## src/inc/serial_config_pkg.sv

```systemverilog
// serial_config_pkg: constants for the three-wire write-only configuration port
// assumes: used by serial_config_register_port, its frame_shifter submodule and the testbench
// Operation
// writes accepted only in extended control mode
// controller holds select low whole access
// sample data on serial clock rising edge
// frame is 32 bits, msb first
// 12-bit header, 4 address, 16 data bits
// address bit three first, bit zero last
// next frame may start at 33rd clock
// registers are write-only, no readback
// controller writes all six registers first
// controller avoids writes during calibration
// decode 1h,2h,3h,Dh,Eh,Fh; others reserved
// registers ignored in normal control mode
// contents kept through power-down
// bit 14 selects differential reset input
// bit 13 skips termination trim
// bit 12 enables duty stabilizer
// bit 11 sets double-rate strobe phase
// bit 10 selects single data rate
// bit 8 selects rising output edge
// controller writes ones to fixed bits
// buffer defaults: 4K, autostop, port one, no pattern
// drop short or bad-header frames
package serial_config_pkg;
  localparam int FRAME_BITS = 32;
  localparam int HEADER_BITS = 12;
  localparam int ADDR_BITS = 4;
  localparam int DATA_BITS = 16;
  localparam logic [11:0] FRAME_HEADER = 12'h001;
  localparam logic [5:0] COUNT_LAST = 6'h1F;
  // register addresses
  localparam logic [3:0] ADDR_CONFIG = 4'h1;
  localparam logic [3:0] ADDR_OFFSET = 4'h2;
  localparam logic [3:0] ADDR_FULL_SCALE = 4'h3;
  localparam logic [3:0] ADDR_PHASE_FINE = 4'hD;
  localparam logic [3:0] ADDR_PHASE_COARSE = 4'hE;
  localparam logic [3:0] ADDR_CAPTURE = 4'hF;
  // power-on values
  // fixed ones, single-ended reset input, trim on, stabilizer on, 90 degree phase, single rate, falling edge
  localparam logic [15:0] CONFIG_RESET = 16'h9EFF;
  localparam logic [15:0] OFFSET_RESET = 16'h007F;
  localparam logic [15:0] FULL_SCALE_RESET = 16'h807F;
  localparam logic [15:0] PHASE_FINE_RESET = 16'h007F;
  localparam logic [15:0] PHASE_COARSE_RESET = 16'h03FF;
  localparam logic [15:0] CAPTURE_RESET = 16'hA7FF;
  // configuration field positions
  localparam int BIT_RESET_DIFF = 14;
  localparam int BIT_TRIM_SKIP = 13;
  localparam int BIT_DUTY_ON = 12;
  localparam int BIT_STROBE_PHASE = 11;
  localparam int BIT_SINGLE_RATE = 10;
  localparam int BIT_EDGE_SELECT = 8;
  // capture-buffer field positions, then the coarse-phase register's enable bit
  localparam int BIT_BSIZE_HI = 15;
  localparam int BIT_BSIZE_LO = 14;
  localparam int BIT_AUTO_STOP = 13;
  localparam int BIT_TWO_PORT = 12;
  localparam int BIT_TEST_PATTERN = 11;
  localparam int BIT_PHASE_ON = 15;
endpackage

```

## src/logic/serial_config_register_port.sv

```systemverilog
// serial_config_register_port: write-only serial configuration port and its registers
// assumes: serial pins asynchronous to ref_clk (serial clock well below ref_clk/4);
// extended_mode and power_down are static straps from the pins
`timescale 1ns/1ps
module serial_config_register_port (
  input wire logic ref_clk,
  input wire logic nrst,
  input wire logic clk_en,
  input wire logic extended_mode,
  input wire logic power_down,
  input wire logic serial_clock,
  input wire logic serial_select_n,
  input wire logic serial_input_line,
  input wire logic pin_single_rate,
  input wire logic edge_select_pin,
  output logic reset_input_differential,
  output logic termination_trim_skip,
  output logic duty_stabilizer_on,
  output logic double_rate_strobe_phase,
  output logic single_rate_select,
  output logic output_edge_rising,
  output logic [8:0] offset_value,
  output logic offset_negative,
  output logic [8:0] full_scale_adjust,
  output logic [8:0] phase_fine,
  output logic phase_adjust_on,
  output logic [3:0] phase_coarse,
  output logic low_freq_clock,
  output logic [1:0] buffer_size,
  output logic auto_stop_write,
  output logic two_port_enable,
  output logic test_pattern_on
);
  logic rst_meta; // reset release stage one
  logic rst_n; // synchronised reset
  logic clk_rise; // one cycle per serial clock rising edge
  logic sel_n_sync;
  logic data_sync;
  logic mode_sync;
  logic frame_done;
  logic [3:0] frame_addr;
  logic [15:0] frame_data;
  logic [15:0] cfg_reg;
  logic [15:0] offset_reg;
  logic [15:0] full_scale_reg;
  logic [15:0] fine_reg;
  logic [15:0] coarse_reg;
  logic [15:0] capture_reg;
  logic use_regs;

  // reset asserts at once and releases through two flops
  always_ff @(posedge ref_clk or negedge nrst)
  begin
    if (!nrst)
    begin
      rst_meta <= 1'b0;
      rst_n <= 1'b0;
    end
    else
    begin
      rst_meta <= 1'b1;
      rst_n <= rst_meta;
    end
  end

  // serial clock sampled as an ordinary pin, its rising edge found in ref_clk
  pin_sync #(.RESET_VALUE(1'b0)) clk_sync (
    .clk(ref_clk),
    .rst_n(rst_n),
    .ce(clk_en),
    .pin(serial_clock),
    .level(),
    .rise(clk_rise)
  );

  // select idles high so a reset never looks like an open frame
  pin_sync #(.RESET_VALUE(1'b1)) sel_sync (
    .clk(ref_clk),
    .rst_n(rst_n),
    .ce(clk_en),
    .pin(serial_select_n),
    .level(sel_n_sync),
    .rise()
  );

  // data and mode share the same two-stage delay as the clock, keeping setup aligned
  pin_sync #(.RESET_VALUE(1'b0)) dat_sync (
    .clk(ref_clk),
    .rst_n(rst_n),
    .ce(clk_en),
    .pin(serial_input_line),
    .level(data_sync),
    .rise()
  );

  pin_sync #(.RESET_VALUE(1'b0)) mode_sync_i (
    .clk(ref_clk),
    .rst_n(rst_n),
    .ce(clk_en),
    .pin(extended_mode),
    .level(mode_sync),
    .rise()
  );

  // frame assembly; the port is dead outside extended mode
  frame_shifter #(.FRAME_BITS(serial_config_pkg::FRAME_BITS)) shifter (
    .clk(ref_clk),
    .rst_n(rst_n),
    .ce(clk_en),
    .enable(mode_sync),
    .select_n(sel_n_sync),
    .bit_strobe(clk_rise),
    .bit_value(data_sync),
    .frame_done(frame_done),
    .frame_addr(frame_addr),
    .frame_data(frame_data)
  );

  // address decode; reserved addresses match nothing and are dropped
  function automatic logic hit(input logic [3:0] a, input logic [3:0] target);
    hit = (a == target);
  endfunction

  // register bank; power_down is deliberately not used so contents survive it
  // there is no read path at all, the bank is write-only
  always_ff @(posedge ref_clk or negedge rst_n)
  begin
    if (!rst_n)
    begin
      cfg_reg <= serial_config_pkg::CONFIG_RESET;
      offset_reg <= serial_config_pkg::OFFSET_RESET;
      full_scale_reg <= serial_config_pkg::FULL_SCALE_RESET;
      fine_reg <= serial_config_pkg::PHASE_FINE_RESET;
      coarse_reg <= serial_config_pkg::PHASE_COARSE_RESET;
      capture_reg <= serial_config_pkg::CAPTURE_RESET;
    end
    else if (clk_en && frame_done)
    begin
      if (hit(frame_addr, serial_config_pkg::ADDR_CONFIG))
      begin
        cfg_reg <= frame_data;
      end
      if (hit(frame_addr, serial_config_pkg::ADDR_OFFSET))
      begin
        offset_reg <= frame_data;
      end
      if (hit(frame_addr, serial_config_pkg::ADDR_FULL_SCALE))
      begin
        full_scale_reg <= frame_data;
      end
      if (hit(frame_addr, serial_config_pkg::ADDR_PHASE_FINE))
      begin
        fine_reg <= frame_data;
      end
      if (hit(frame_addr, serial_config_pkg::ADDR_PHASE_COARSE))
      begin
        coarse_reg <= frame_data;
      end
      if (hit(frame_addr, serial_config_pkg::ADDR_CAPTURE))
      begin
        capture_reg <= frame_data;
      end
    end
  end

  // in normal mode the fields fall back to pin settings or fixed defaults
  assign use_regs = mode_sync;
  assign reset_input_differential = use_regs & cfg_reg[serial_config_pkg::BIT_RESET_DIFF];
  assign termination_trim_skip = use_regs & cfg_reg[serial_config_pkg::BIT_TRIM_SKIP];
  assign duty_stabilizer_on = use_regs ? cfg_reg[serial_config_pkg::BIT_DUTY_ON] : 1'b1;
  // strobe phase matters only in double rate; normal mode is fixed at zero phase
  assign double_rate_strobe_phase = use_regs & cfg_reg[serial_config_pkg::BIT_STROBE_PHASE] & ~single_rate_select;
  assign single_rate_select = use_regs ? cfg_reg[serial_config_pkg::BIT_SINGLE_RATE] : pin_single_rate;
  // edge choice has meaning only in single rate
  assign output_edge_rising = single_rate_select &
    (use_regs ? cfg_reg[serial_config_pkg::BIT_EDGE_SELECT] : edge_select_pin);
  assign offset_value = use_regs ? {1'b0, offset_reg[15:8]} : 9'h000;
  assign offset_negative = use_regs & offset_reg[7];
  assign full_scale_adjust = use_regs ? full_scale_reg[15:7] : serial_config_pkg::FULL_SCALE_RESET[15:7];
  assign phase_fine = use_regs ? fine_reg[15:7] : 9'h000;
  assign phase_adjust_on = use_regs & coarse_reg[serial_config_pkg::BIT_PHASE_ON];
  assign phase_coarse = use_regs ? coarse_reg[14:11] : 4'h0;
  assign low_freq_clock = use_regs & coarse_reg[10];
  // capture defaults hold in normal mode as well
  assign buffer_size = use_regs ? capture_reg[serial_config_pkg::BIT_BSIZE_HI:serial_config_pkg::BIT_BSIZE_LO]
    : serial_config_pkg::CAPTURE_RESET[15:14];
  assign auto_stop_write = use_regs ? capture_reg[serial_config_pkg::BIT_AUTO_STOP] : 1'b1;
  assign two_port_enable = use_regs & capture_reg[serial_config_pkg::BIT_TWO_PORT];
  assign test_pattern_on = use_regs & capture_reg[serial_config_pkg::BIT_TEST_PATTERN];
endmodule

```

## src/logic/pin_sync.sv

```systemverilog
// pin_sync: two-flop synchroniser plus rising-edge detector for one pin
// assumes: pin is asynchronous to clk
`timescale 1ns/1ps
module pin_sync #(
  parameter logic RESET_VALUE = 1'b0
) (
  input wire logic clk,
  input wire logic rst_n,
  input wire logic ce,
  input wire logic pin,
  output logic level,
  output logic rise
);
  logic meta; // first stage, read only by the second stage
  logic sync; // second stage
  logic last; // previous synced value for edge finding
  // the edge detector looks only at the second stage and its delayed copy last, to keep metastability out
  always_ff @(posedge clk or negedge rst_n)
  begin
    if (!rst_n)
    begin
      meta <= RESET_VALUE;
      sync <= RESET_VALUE;
      last <= RESET_VALUE;
    end
    else if (ce)
    begin
      meta <= pin;
      sync <= meta;
      last <= sync;
    end
  end
  assign level = sync;
  assign rise = ce & sync & ~last;
endmodule

```

## src/logic/frame_shifter.sv

```systemverilog
// frame_shifter: collects 32-bit serial frames and flags a complete valid one
// assumes: inputs already synchronised to clk; bit_strobe is one cycle per serial clock rise
`timescale 1ns/1ps
module frame_shifter #(
  parameter int FRAME_BITS = serial_config_pkg::FRAME_BITS
) (
  input wire logic clk,
  input wire logic rst_n,
  input wire logic ce,
  input wire logic enable,
  input wire logic select_n,
  input wire logic bit_strobe,
  input wire logic bit_value,
  output logic frame_done,
  output logic [3:0] frame_addr,
  output logic [15:0] frame_data
);
  logic [FRAME_BITS-2:0] shift; // bits received so far in this frame
  logic [5:0] count; // index of the bit being received
  logic active; // shifting allowed this cycle
  logic last_bit; // this strobe carries bit 32
  logic [FRAME_BITS-1:0] full; // complete frame including the final bit
  logic header_ok;
  assign active = enable & ~select_n & bit_strobe;
  assign last_bit = (count == serial_config_pkg::COUNT_LAST);
  assign full = {shift, bit_value}; // msb arrived first
  assign header_ok = (full[31:20] == serial_config_pkg::FRAME_HEADER);
  // counter and shift register; select release clears a partial frame
  always_ff @(posedge clk or negedge rst_n)
  begin
    if (!rst_n)
    begin
      count <= 6'h00;
      shift <= '0;
    end
    else if (ce)
    begin
      if (select_n || !enable)
      begin
        count <= 6'h00; // partial frame dropped
      end
      else if (active)
      begin
        shift <= full[FRAME_BITS-2:0];
        count <= last_bit ? 6'h00 : count + 6'h01; // next frame starts at clock 33
      end
    end
  end
  // completed frame registered as data outputs
  always_ff @(posedge clk or negedge rst_n)
  begin
    if (!rst_n)
    begin
      frame_done <= 1'b0;
      frame_addr <= 4'h0;
      frame_data <= 16'h0000;
    end
    else if (ce)
    begin
      frame_done <= active & last_bit & header_ok;
      if (active && last_bit)
      begin
        frame_addr <= full[19:16]; // address bit three first
        frame_data <= full[15:0];
      end
    end
  end
endmodule

```

## config.mk

```make
export PLATFORM = sky130hd
export DESIGN_NAME = serial_config_register_port
export DESIGN_NICKNAME = d
export VERILOG_FILES = /design/src/inc/serial_config_pkg.sv /design/src/logic/serial_config_register_port.sv /design/src/logic/pin_sync.sv /design/src/logic/frame_shifter.sv
export SDC_FILE = /design/constraint.sdc
export NUM_CORES = 1
export LEC_CHECK = 0
export ABC_CLOCK_PERIOD_IN_PS = 9160
export BUFFER_PORTS_ARGS = -buffer_cell sky130_fd_sc_hd__buf_2
export CELL_PAD_IN_SITES_DETAIL_PLACEMENT = 1
export CELL_PAD_IN_SITES_GLOBAL_PLACEMENT = 1
export CORE_MARGIN = 2
export CORE_UTILIZATION = 30
export CTS_BUF_LIST = sky130_fd_sc_hd__clkbuf_8
export DETAILED_ROUTE_END_ITERATION = 10
export PLACE_DENSITY = 0.66
export SLEW_MARGIN = 10
export SYNTH_ARGS = -nofsm -noshare
export SYNTH_HDL_FRONTEND = slang
export SYNTH_SLANG_ARGS = --single-unit
```

## constraint.sdc

```tcl
create_clock -name ref_clk -period 9.16 [get_ports ref_clk]
set_clock_uncertainty 0.2 [all_clocks]
set_input_delay 1.832 -clock ref_clk [delete_from_list [all_inputs] [get_ports ref_clk]]
set_output_delay 1.832 -clock ref_clk [all_outputs]
set_load 0.03 [all_outputs]
```

==> flow_summary.json, run 1 <==
{
  "detail_route.first_pass.iterations": 4,
  "top_layer": "met4",
  "yosys-top-cells-count": "98 x sky130_fd_sc_hd__dfrtp_1, 81 x sky130_fd_sc_hd__mux2_2, 38 x sky130_fd_sc_hd__and2_1, 18 x sky130_fd_sc_hd__mux2_4, 8 x sky130_fd_sc_hd__dfstp_2",
  "synth-async-reset-ratio_pct": 100,
  "yosys_warnings": 0,
  "synthToLayoutAreaGrowth_pct": 13.3,
  "timing.critical_path.mode_cell": "sky130_fd_sc_hd__buf_2",
  "worstSkewPairLatency_ns": 0.37,
  "groute.usage.overall_pct": 11.6,
  "clock.fmax_mhz": 221,
  "synthDistinctLibCells": 37,
  "globalRouteOverflowTotal": 0,
  "cts-htree-levels": 3,
  "worst-r2r-cell-count": 5,
  "cts.repair.resized": 0,
  "detail_route_met2_wl_um": 4310,
  "netlist_instances": 312,
  "worst_hold_slack_ns": 0.143,
  "worst_r2r_startpoint": "mode_sync_i.level",
  "global_route_wire_length_before_repair_um": 14700,
  "drv_slew": 0,
  "crit_path_max_fanout": 2,
  "grt_pass1_vias": 2760,
  "synth_seq_area_share_pct": 58.8,
  "placed_cell_area_mm2": 0.00495,
  "final_antenna_net_count": 0,
  "die_height_um": 127,
  "seq_area_mm2": 0.00267,
  "initial_utilization_pct": 30.9,
  "seq_cells_post_synth": 106,
  "rsz0062_at_grt": "false",
  "met1Wirelength_um": 4050,
  "num-fill-cells": 1547,
  "required_ns": 7.13,
  "hold_buffer_count_at_cts": 0,
  "worst_path_largest_cell_delay_ns": 0.27,
  "crit_slowest_cell": "sky130_fd_sc_hd__mux2_2",
  "synth_top_area_share_pct": 54.2,
  "post-cts-setup-buffer-count": 0,
  "max_slew.worst_pin.slew_ns": 0.708,
  "die_w_um": 127,
  "design.final.nets": 375,
  "synth_enable_flop_cells": 0,
  "post-synth-top-count-cell": "sky130_fd_sc_hd__dfrtp_1",
  "setup_tns_ns": 0,
  "stdcell_area_mm2": 0.00513,
  "cellLeakagePower_uw": 0.00259,
  "cts.sink_count": 106,
  "drc": 0,
  "syn_nets": 323,
  "regToRegEndpoint": "shifter.frame_addr[1]",
  "wl_per_cell_um": 15.8,
  "proportion_of_layout_cells_with_a_drive_suffix_above_1_pct": 49.9,
  "netlist_area_mm2": 0.00453,
  "multi_input_comb_area_mm2": 0.00177,
  "holdCritPathClass": "reg -> async",
  "clkSlewWorstSetupHoldPaths_ns": 0.11,
  "ir_drop_uv": 88.2,
  "viasPerCell": 4.63,
  "cp.arrival_ns": 2.50,
  "cts_tree": "yes",
  "pwr_density_cell_mw_per_mm2": 159,
  "placementRows": 44,
  "clock-root-buffer": "sky130_fd_sc_hd__clkbuf_8",
  "cts-buffers-inserted": 9,
  "met3_length_um": 308,
  "fp.dieArea_mm2": 0.0161,
  "number_of_ports_placed_on_the_die_boundary": 55,
  "place_congestion": 0.721,
  "number_of_diodes": 0,
  "outcome": "finished clean",
  "largest-register": "shifter.shift",
  "core-area_mm2": 0.0146,
  "critPathCaptureType": "output pin",
  "synth_largest_area_cell": "sky130_fd_sc_hd__dfrtp_1",
  "cts.path.max_buffers": 2,
  "postSynthAreaPerCell_um2": 14.5,
  "detail_route.wirelength_um": 8740,
  "finish.utilization_pct": 35.0,
  "critical_path_class": "in -> out",
  "timing_hold_violations_final": 0,
  "reg2reg_slack_ns": 6.79,
  "synth-main-ff-cell": "sky130_fd_sc_hd__dfrtp_1",
  "synth_area_leaders": "sky130_fd_sc_hd__dfrtp_1 54%, sky130_fd_sc_hd__mux2_2 20%, sky130_fd_sc_hd__mux2_4 6.0%",
  "portBuffers": 52,
  "timing.critical_path.from_type": "input port",
  "worstPathCellList": "buf_2, mux2_2, and2_1, buf_2",
  "final_period_minus_worst_setup_slack_ns": 4.53,
  "via_count": 2558,
  "dpl.hpwl_um": 5920,
  "timing.slew.headroom_pct": 52.8,
  "largest_reg_flops": 31,
  "first_iter_violations": 122,
  "antenna_violations_before_repair": 0,
  "timing.final.crit_share_pct": 49.4,
  "maxCapViolCount": 0,
  "grt_start_max_net_pins": 58,
  "finalSetupViolations": 0
}
## cells by family (layout without fill, tap and decap cells)
kind of cell    Yosys count  after routing  share of synthesized area (%)
simple gates             74             74                           10.4
compound gates           15             15                           2.07
buf+inv                  15             72                           2.10
mux                      99             99                           26.1
other cells               2              2                          0.166
flops                   106            106                           58.8
fa+ha+maj                 1              1                          0.276
## placed cells by master (no fill, tap or decap), drive strengths merged, types with 3 or more instances in the layout
cell type | netlist | routed
a21oi | 3 | 3
and2 | 38 | 38
buf | 9 | 55
clkbuf | 5 | 9
clkinv | 0 | 3
dfrtp | 98 | 98
dfstp | 8 | 8
inv | 1 | 3
mux2 | 99 | 99
nand2 | 7 | 7
nand2b | 5 | 5
nor2 | 5 | 5
nor2b | 3 | 3
nor4 | 3 | 3
o21ai | 6 | 6
## worst max path at each step
stage               startpoint                  to  slack (ns)  cells after the start
2_1_floorplan  pin_single_rate  output_edge_rising        4.70                      2
3_3_place_gp   pin_single_rate  output_edge_rising        4.64                      4
3_5_place_dp   pin_single_rate  output_edge_rising        4.63                      4
4_1_cts        pin_single_rate  output_edge_rising        4.63                      4
5_1_grt        edge_select_pin  output_edge_rising        4.60                      4
6_report       pin_single_rate  output_edge_rising        4.63                      4
## per-stage QoR
stage          setup slack (ns)  cells  total power, µW
6_report                   4.63    553              813
2_1_floorplan              4.70    312              541
5_1_grt                    4.60    553              860
3_3_place_gp               4.64    537              556
4_1_cts                    4.63    553              832
3_5_place_dp               4.63    537              559
## critical path: cells and delay by family
family | cells | cell delay, ns
simple gates | 1 | 0.13
buf+inv | 2 | 0.27
mux | 1 | 0.27
## layout make-up
cell class | instances | area share (%)
timing repair buffer | 55 | 5.51
multi-input combinational | 191 | 34.5
tap | 184 | 4.49
clock buffer | 9 | 2.41
sequential | 106 | 52.0
inverter | 1 | 0.0732
clock inverter | 7 | 1.05
## where the power goes
| part | internal [µW] | switching, µW |
|---|---|---|
| Clock | 101 | 164 |
| Combinational | 21.2 | 33.7 |
| Sequential | 482 | 11.1 |
## routing by layer
layer  vias to the layer above  global-route usage (%)
met4                         0                    2.33
met5                         -                       0
met2                        40                    19.4
met1                      1322                    15.0
met3                         5                    3.67
li1                       1191                       -
No activity file was read; power rests on OpenSTA's default activity.
==> run 2, diff against run 1 <==
--- a/config.mk
+++ b/config.mk
@@ -5,7 +5,8 @@
 export SDC_FILE = /design/constraint.sdc
 export NUM_CORES = 1
 export LEC_CHECK = 0
-export ABC_CLOCK_PERIOD_IN_PS = 9160
+export ABC_AREA = 1
+export ABC_CLOCK_PERIOD_IN_PS = 3900
 export BUFFER_PORTS_ARGS = -buffer_cell sky130_fd_sc_hd__buf_2
 export CELL_PAD_IN_SITES_DETAIL_PLACEMENT = 1
 export CELL_PAD_IN_SITES_GLOBAL_PLACEMENT = 1
@@ -13,7 +14,7 @@
 export CORE_UTILIZATION = 30
 export CTS_BUF_LIST = sky130_fd_sc_hd__clkbuf_8
 export DETAILED_ROUTE_END_ITERATION = 10
-export PLACE_DENSITY = 0.66
+export PLACE_DENSITY = 0.72
 export SLEW_MARGIN = 10
 export SYNTH_ARGS = -nofsm -noshare
 export SYNTH_HDL_FRONTEND = slang
==> constraint.sdc (replaced) <==
create_clock -name ref_clk -period 3.9 [get_ports ref_clk]
set_clock_uncertainty 0.2 [all_clocks]
set_input_delay 0.78 -clock ref_clk [delete_from_list [all_inputs] [get_ports ref_clk]]
set_output_delay 0.78 -clock ref_clk [all_outputs]
set_load 0.03 [all_outputs]
==> flow_summary.json, run 2 <==
{
  "outcome": "finished clean",
  "cts-htree-levels": 3,
  "design.final.nets": 592,
  "die_height_um": 129,
  "timing_hold_violations_final": 0,
  "sequentialPowerShare_pct": 57.2,
  "proportion_of_layout_cells_with_a_drive_suffix_above_1_pct": 21.2,
  "timing.final.crit_share_pct": 68.3,
  "synth_enable_flop_cells": 0,
  "clock-root-buffer": "sky130_fd_sc_hd__clkbuf_8",
  "syn_nets": 545,
  "holdCritPathClass": "reg -> async",
  "worstSkewPairLatency_ns": 0.38,
  "pwr-share-clk_pct": 34.2,
  "yosys_warnings": 0,
  "placed_cell_area_mm2": 0.00502,
  "placementRows": 45,
  "number_of_ports_placed_on_the_die_boundary": 55,
  "cts.path.max_buffers": 2,
  "dpl.hpwl_um": 7100,
  "critical_path_class": "reg -> out",
  "hold_buffer_count_at_cts": 1,
  "timing.critical_path.from_type": "flip-flop",
  "synthDistinctLibCells": 27,
  "post-synth-top-count-cell": "sky130_fd_sc_hd__nand2_1",
  "netlist_area_mm2": 0.00465,
  "antenna_violations_before_repair": 0,
  "final_antenna_net_count": 0,
  "pwr_density_cell_mw_per_mm2": 407,
  "global_route_wire_length_before_repair_um": 17100,
  "finish.utilization_pct": 34.5,
  "viasPerCell": 4.48,
  "setup_tns_ns": 0,
  "yosys-top-cells-count": "214 x sky130_fd_sc_hd__nand2_1, 98 x sky130_fd_sc_hd__dfrtp_1, 68 x sky130_fd_sc_hd__inv_1, 35 x sky130_fd_sc_hd__o21ai_0, 22 x sky130_fd_sc_hd__o21ai_2",
  "synth-main-ff-cell": "sky130_fd_sc_hd__dfrtp_1",
  "cellLeakagePower_uw": 0.00300,
  "final_period_minus_worst_setup_slack_ns": 2.66,
  "stdcell_area_mm2": 0.00524,
  "first_iter_violations": 156,
  "cp.arrival_ns": 1.68,
  "synth_largest_area_cell": "sky130_fd_sc_hd__dfrtp_1",
  "cts.repair.resized": 0,
  "psw_uw": 570,
  "portBuffers": 52,
  "seq_cells_post_synth": 106,
  "max_slew.worst_pin.slew_ns": 0.520,
  "synth-async-reset-ratio_pct": 100,
  "combinationalPowerShare_pct": 8.6,
  "core-area_mm2": 0.0152,
  "maxCapViolCount": 0,
  "cts_tree": "yes",
  "synth_area_leaders": "sky130_fd_sc_hd__dfrtp_1 53%, sky130_fd_sc_hd__nand2_1 17%, sky130_fd_sc_hd__inv_1 5.5%",
  "largest_reg_flops": 31,
  "wl_per_cell_um": 13.0,
  "clkSlewWorstSetupHoldPaths_ns": 0.11,
  "finalSetupViolations": 0,
  "synthToLayoutAreaGrowth_pct": 12.6,
  "fp.dieArea_mm2": 0.0165,
  "share_of_total_power_consumed_by_net_switching_pct": 26.7,
  "via_count": 3471,
  "netlist_instances": 534,
  "globalRouteOverflowTotal": 0,
  "drc": 0,
  "most_used_cells_in_the_layout_excluding_fill_and_tap_cells": "214 x sky130_fd_sc_hd__nand2_1, 97 x sky130_fd_sc_hd__dfrtp_1, 68 x sky130_fd_sc_hd__inv_1, 52 x sky130_fd_sc_hd__buf_2, 35 x sky130_fd_sc_hd__o21ai_0",
  "cts-buffers-inserted": 9,
  "required_ns": 2.92,
  "die_w_um": 129,
  "ir_drop_uv": 146,
  "detail_route.first_pass.iterations": 4,
  "cts.sink_count": 106,
  "post-cts-setup-buffer-count": 0,
  "grt_pass1_vias": 3521,
  "clock.fmax_mhz": 375,
  "number_of_diodes": 0,
  "num-fill-cells": 1816,
  "largest-register": "shifter.shift",
  "rsz0062_at_grt": "false",
  "drv_slew": 0,
  "synth_seq_area_share_pct": 57.3,
  "synth_top_area_share_pct": 52.7,
  "crit_path_max_fanout": 38,
  "initial_utilization_pct": 30.6,
  "critPathCaptureType": "output pin",
  "layout.cells.most_common": "sky130_fd_sc_hd__nand2_1",
  "place_congestion": 0.697,
  "postSynthAreaPerCell_um2": 8.71,
  "timing.slew.headroom_pct": 65.2,
  "grt_start_max_net_pins": 39,
  "detail_route.wirelength_um": 10100,
  "groute.usage.overall_pct": 13.0,
  "p_int_uw": 1560
}
[run 2: cell count changes after synthesis, moves of 22 or more]
| cell | change |
|---|---|
| sky130_fd_sc_hd__and2_1 | -38 |
| sky130_fd_sc_hd__inv_1 | +67 |
| sky130_fd_sc_hd__mux2_2 | -81 |
| sky130_fd_sc_hd__nand2_1 | +207 |
| sky130_fd_sc_hd__o21ai_0 | +29 |
| sky130_fd_sc_hd__o21ai_2 | +22 |
[run 2: logic make-up after synthesis]
kind of cell	synth area share, %
buffers and inverters	9.23
flip-flops	57.3
AND/OR/NAND/NOR	23.0
adder cells (fa/ha/maj)	0.269
other	0.161
AO/OA/AOI/OAI	10.1
[run 2: routing by layer]
layer	global-route usage, %	share of wire (%)	up-vias
met5	0	0	-
met2	22.5	49	48
met3	2.04	2.4	12
li1	-	-	1710
met4	5.95	2.0	0
met1	16.2	46	1701
[run 2: cell type report]
class,instances,area [µm²],area share (%)
Clock buffer,11,151,2.89
Timing Repair Buffer,57,300,5.73
Multi-Input combinational cell,336,1560,29.8
Clock inverter,5,60.1,1.15
Inverter,71,267,5.09
Tap cell,188,235,4.49
Sequential cell,106,2670,50.9
[run 2: worst max-delay path: stages, from the launching register on]
cell and delay (ns):
sky130_fd_sc_hd__dfrtp_1 0.45, sky130_fd_sc_hd__buf_4 0.39, sky130_fd_sc_hd__nand2_1 0.09, sky130_fd_sc_hd__nand2_1 0.09
sky130_fd_sc_hd__nand2_1 0.05, sky130_fd_sc_hd__inv_1 0.04, sky130_fd_sc_hd__buf_2 0.18
[run 2: worst paths after layout]
path                                   start                     end  slack, ns  cells after the start
max                        mode_sync_i.level      output_edge_rising       1.24                      6
min                                    rst_n          offset_reg[13]       0.07                      0
max reg2reg                mode_sync_i.level  shifter.frame_data[10]       2.13                      6
min reg2reg                            rst_n          offset_reg[13]       0.07                      0
max in group asynchronous              rst_n             cfg_reg[12]       2.56                      1
min in group ref_clk                rst_meta                   rst_n       0.16                      0
[run 2: power groups by stage]
stage	logic, µW	clock network [µW]	registers [µW]
floorplan	136	0	1240
global placement	179	0	1240
detailed placement	187	0	1240
CTS	189	757	1220
global route	215	799	1230
finish	185	729	1220
[run 2: stage by stage]
step	total power [µW]	instances	setup WS, ns	hold WS (ns)
final	2130	774	1.24	0.0698
after global placement	1410	757	1.57	0.0723
after floorplan	1370	534	0.542	0.131
after global routing	2240	774	1.11	0.116
after CTS	2170	774	1.21	0.0969
after detailed placement	1430	757	1.51	0.0847
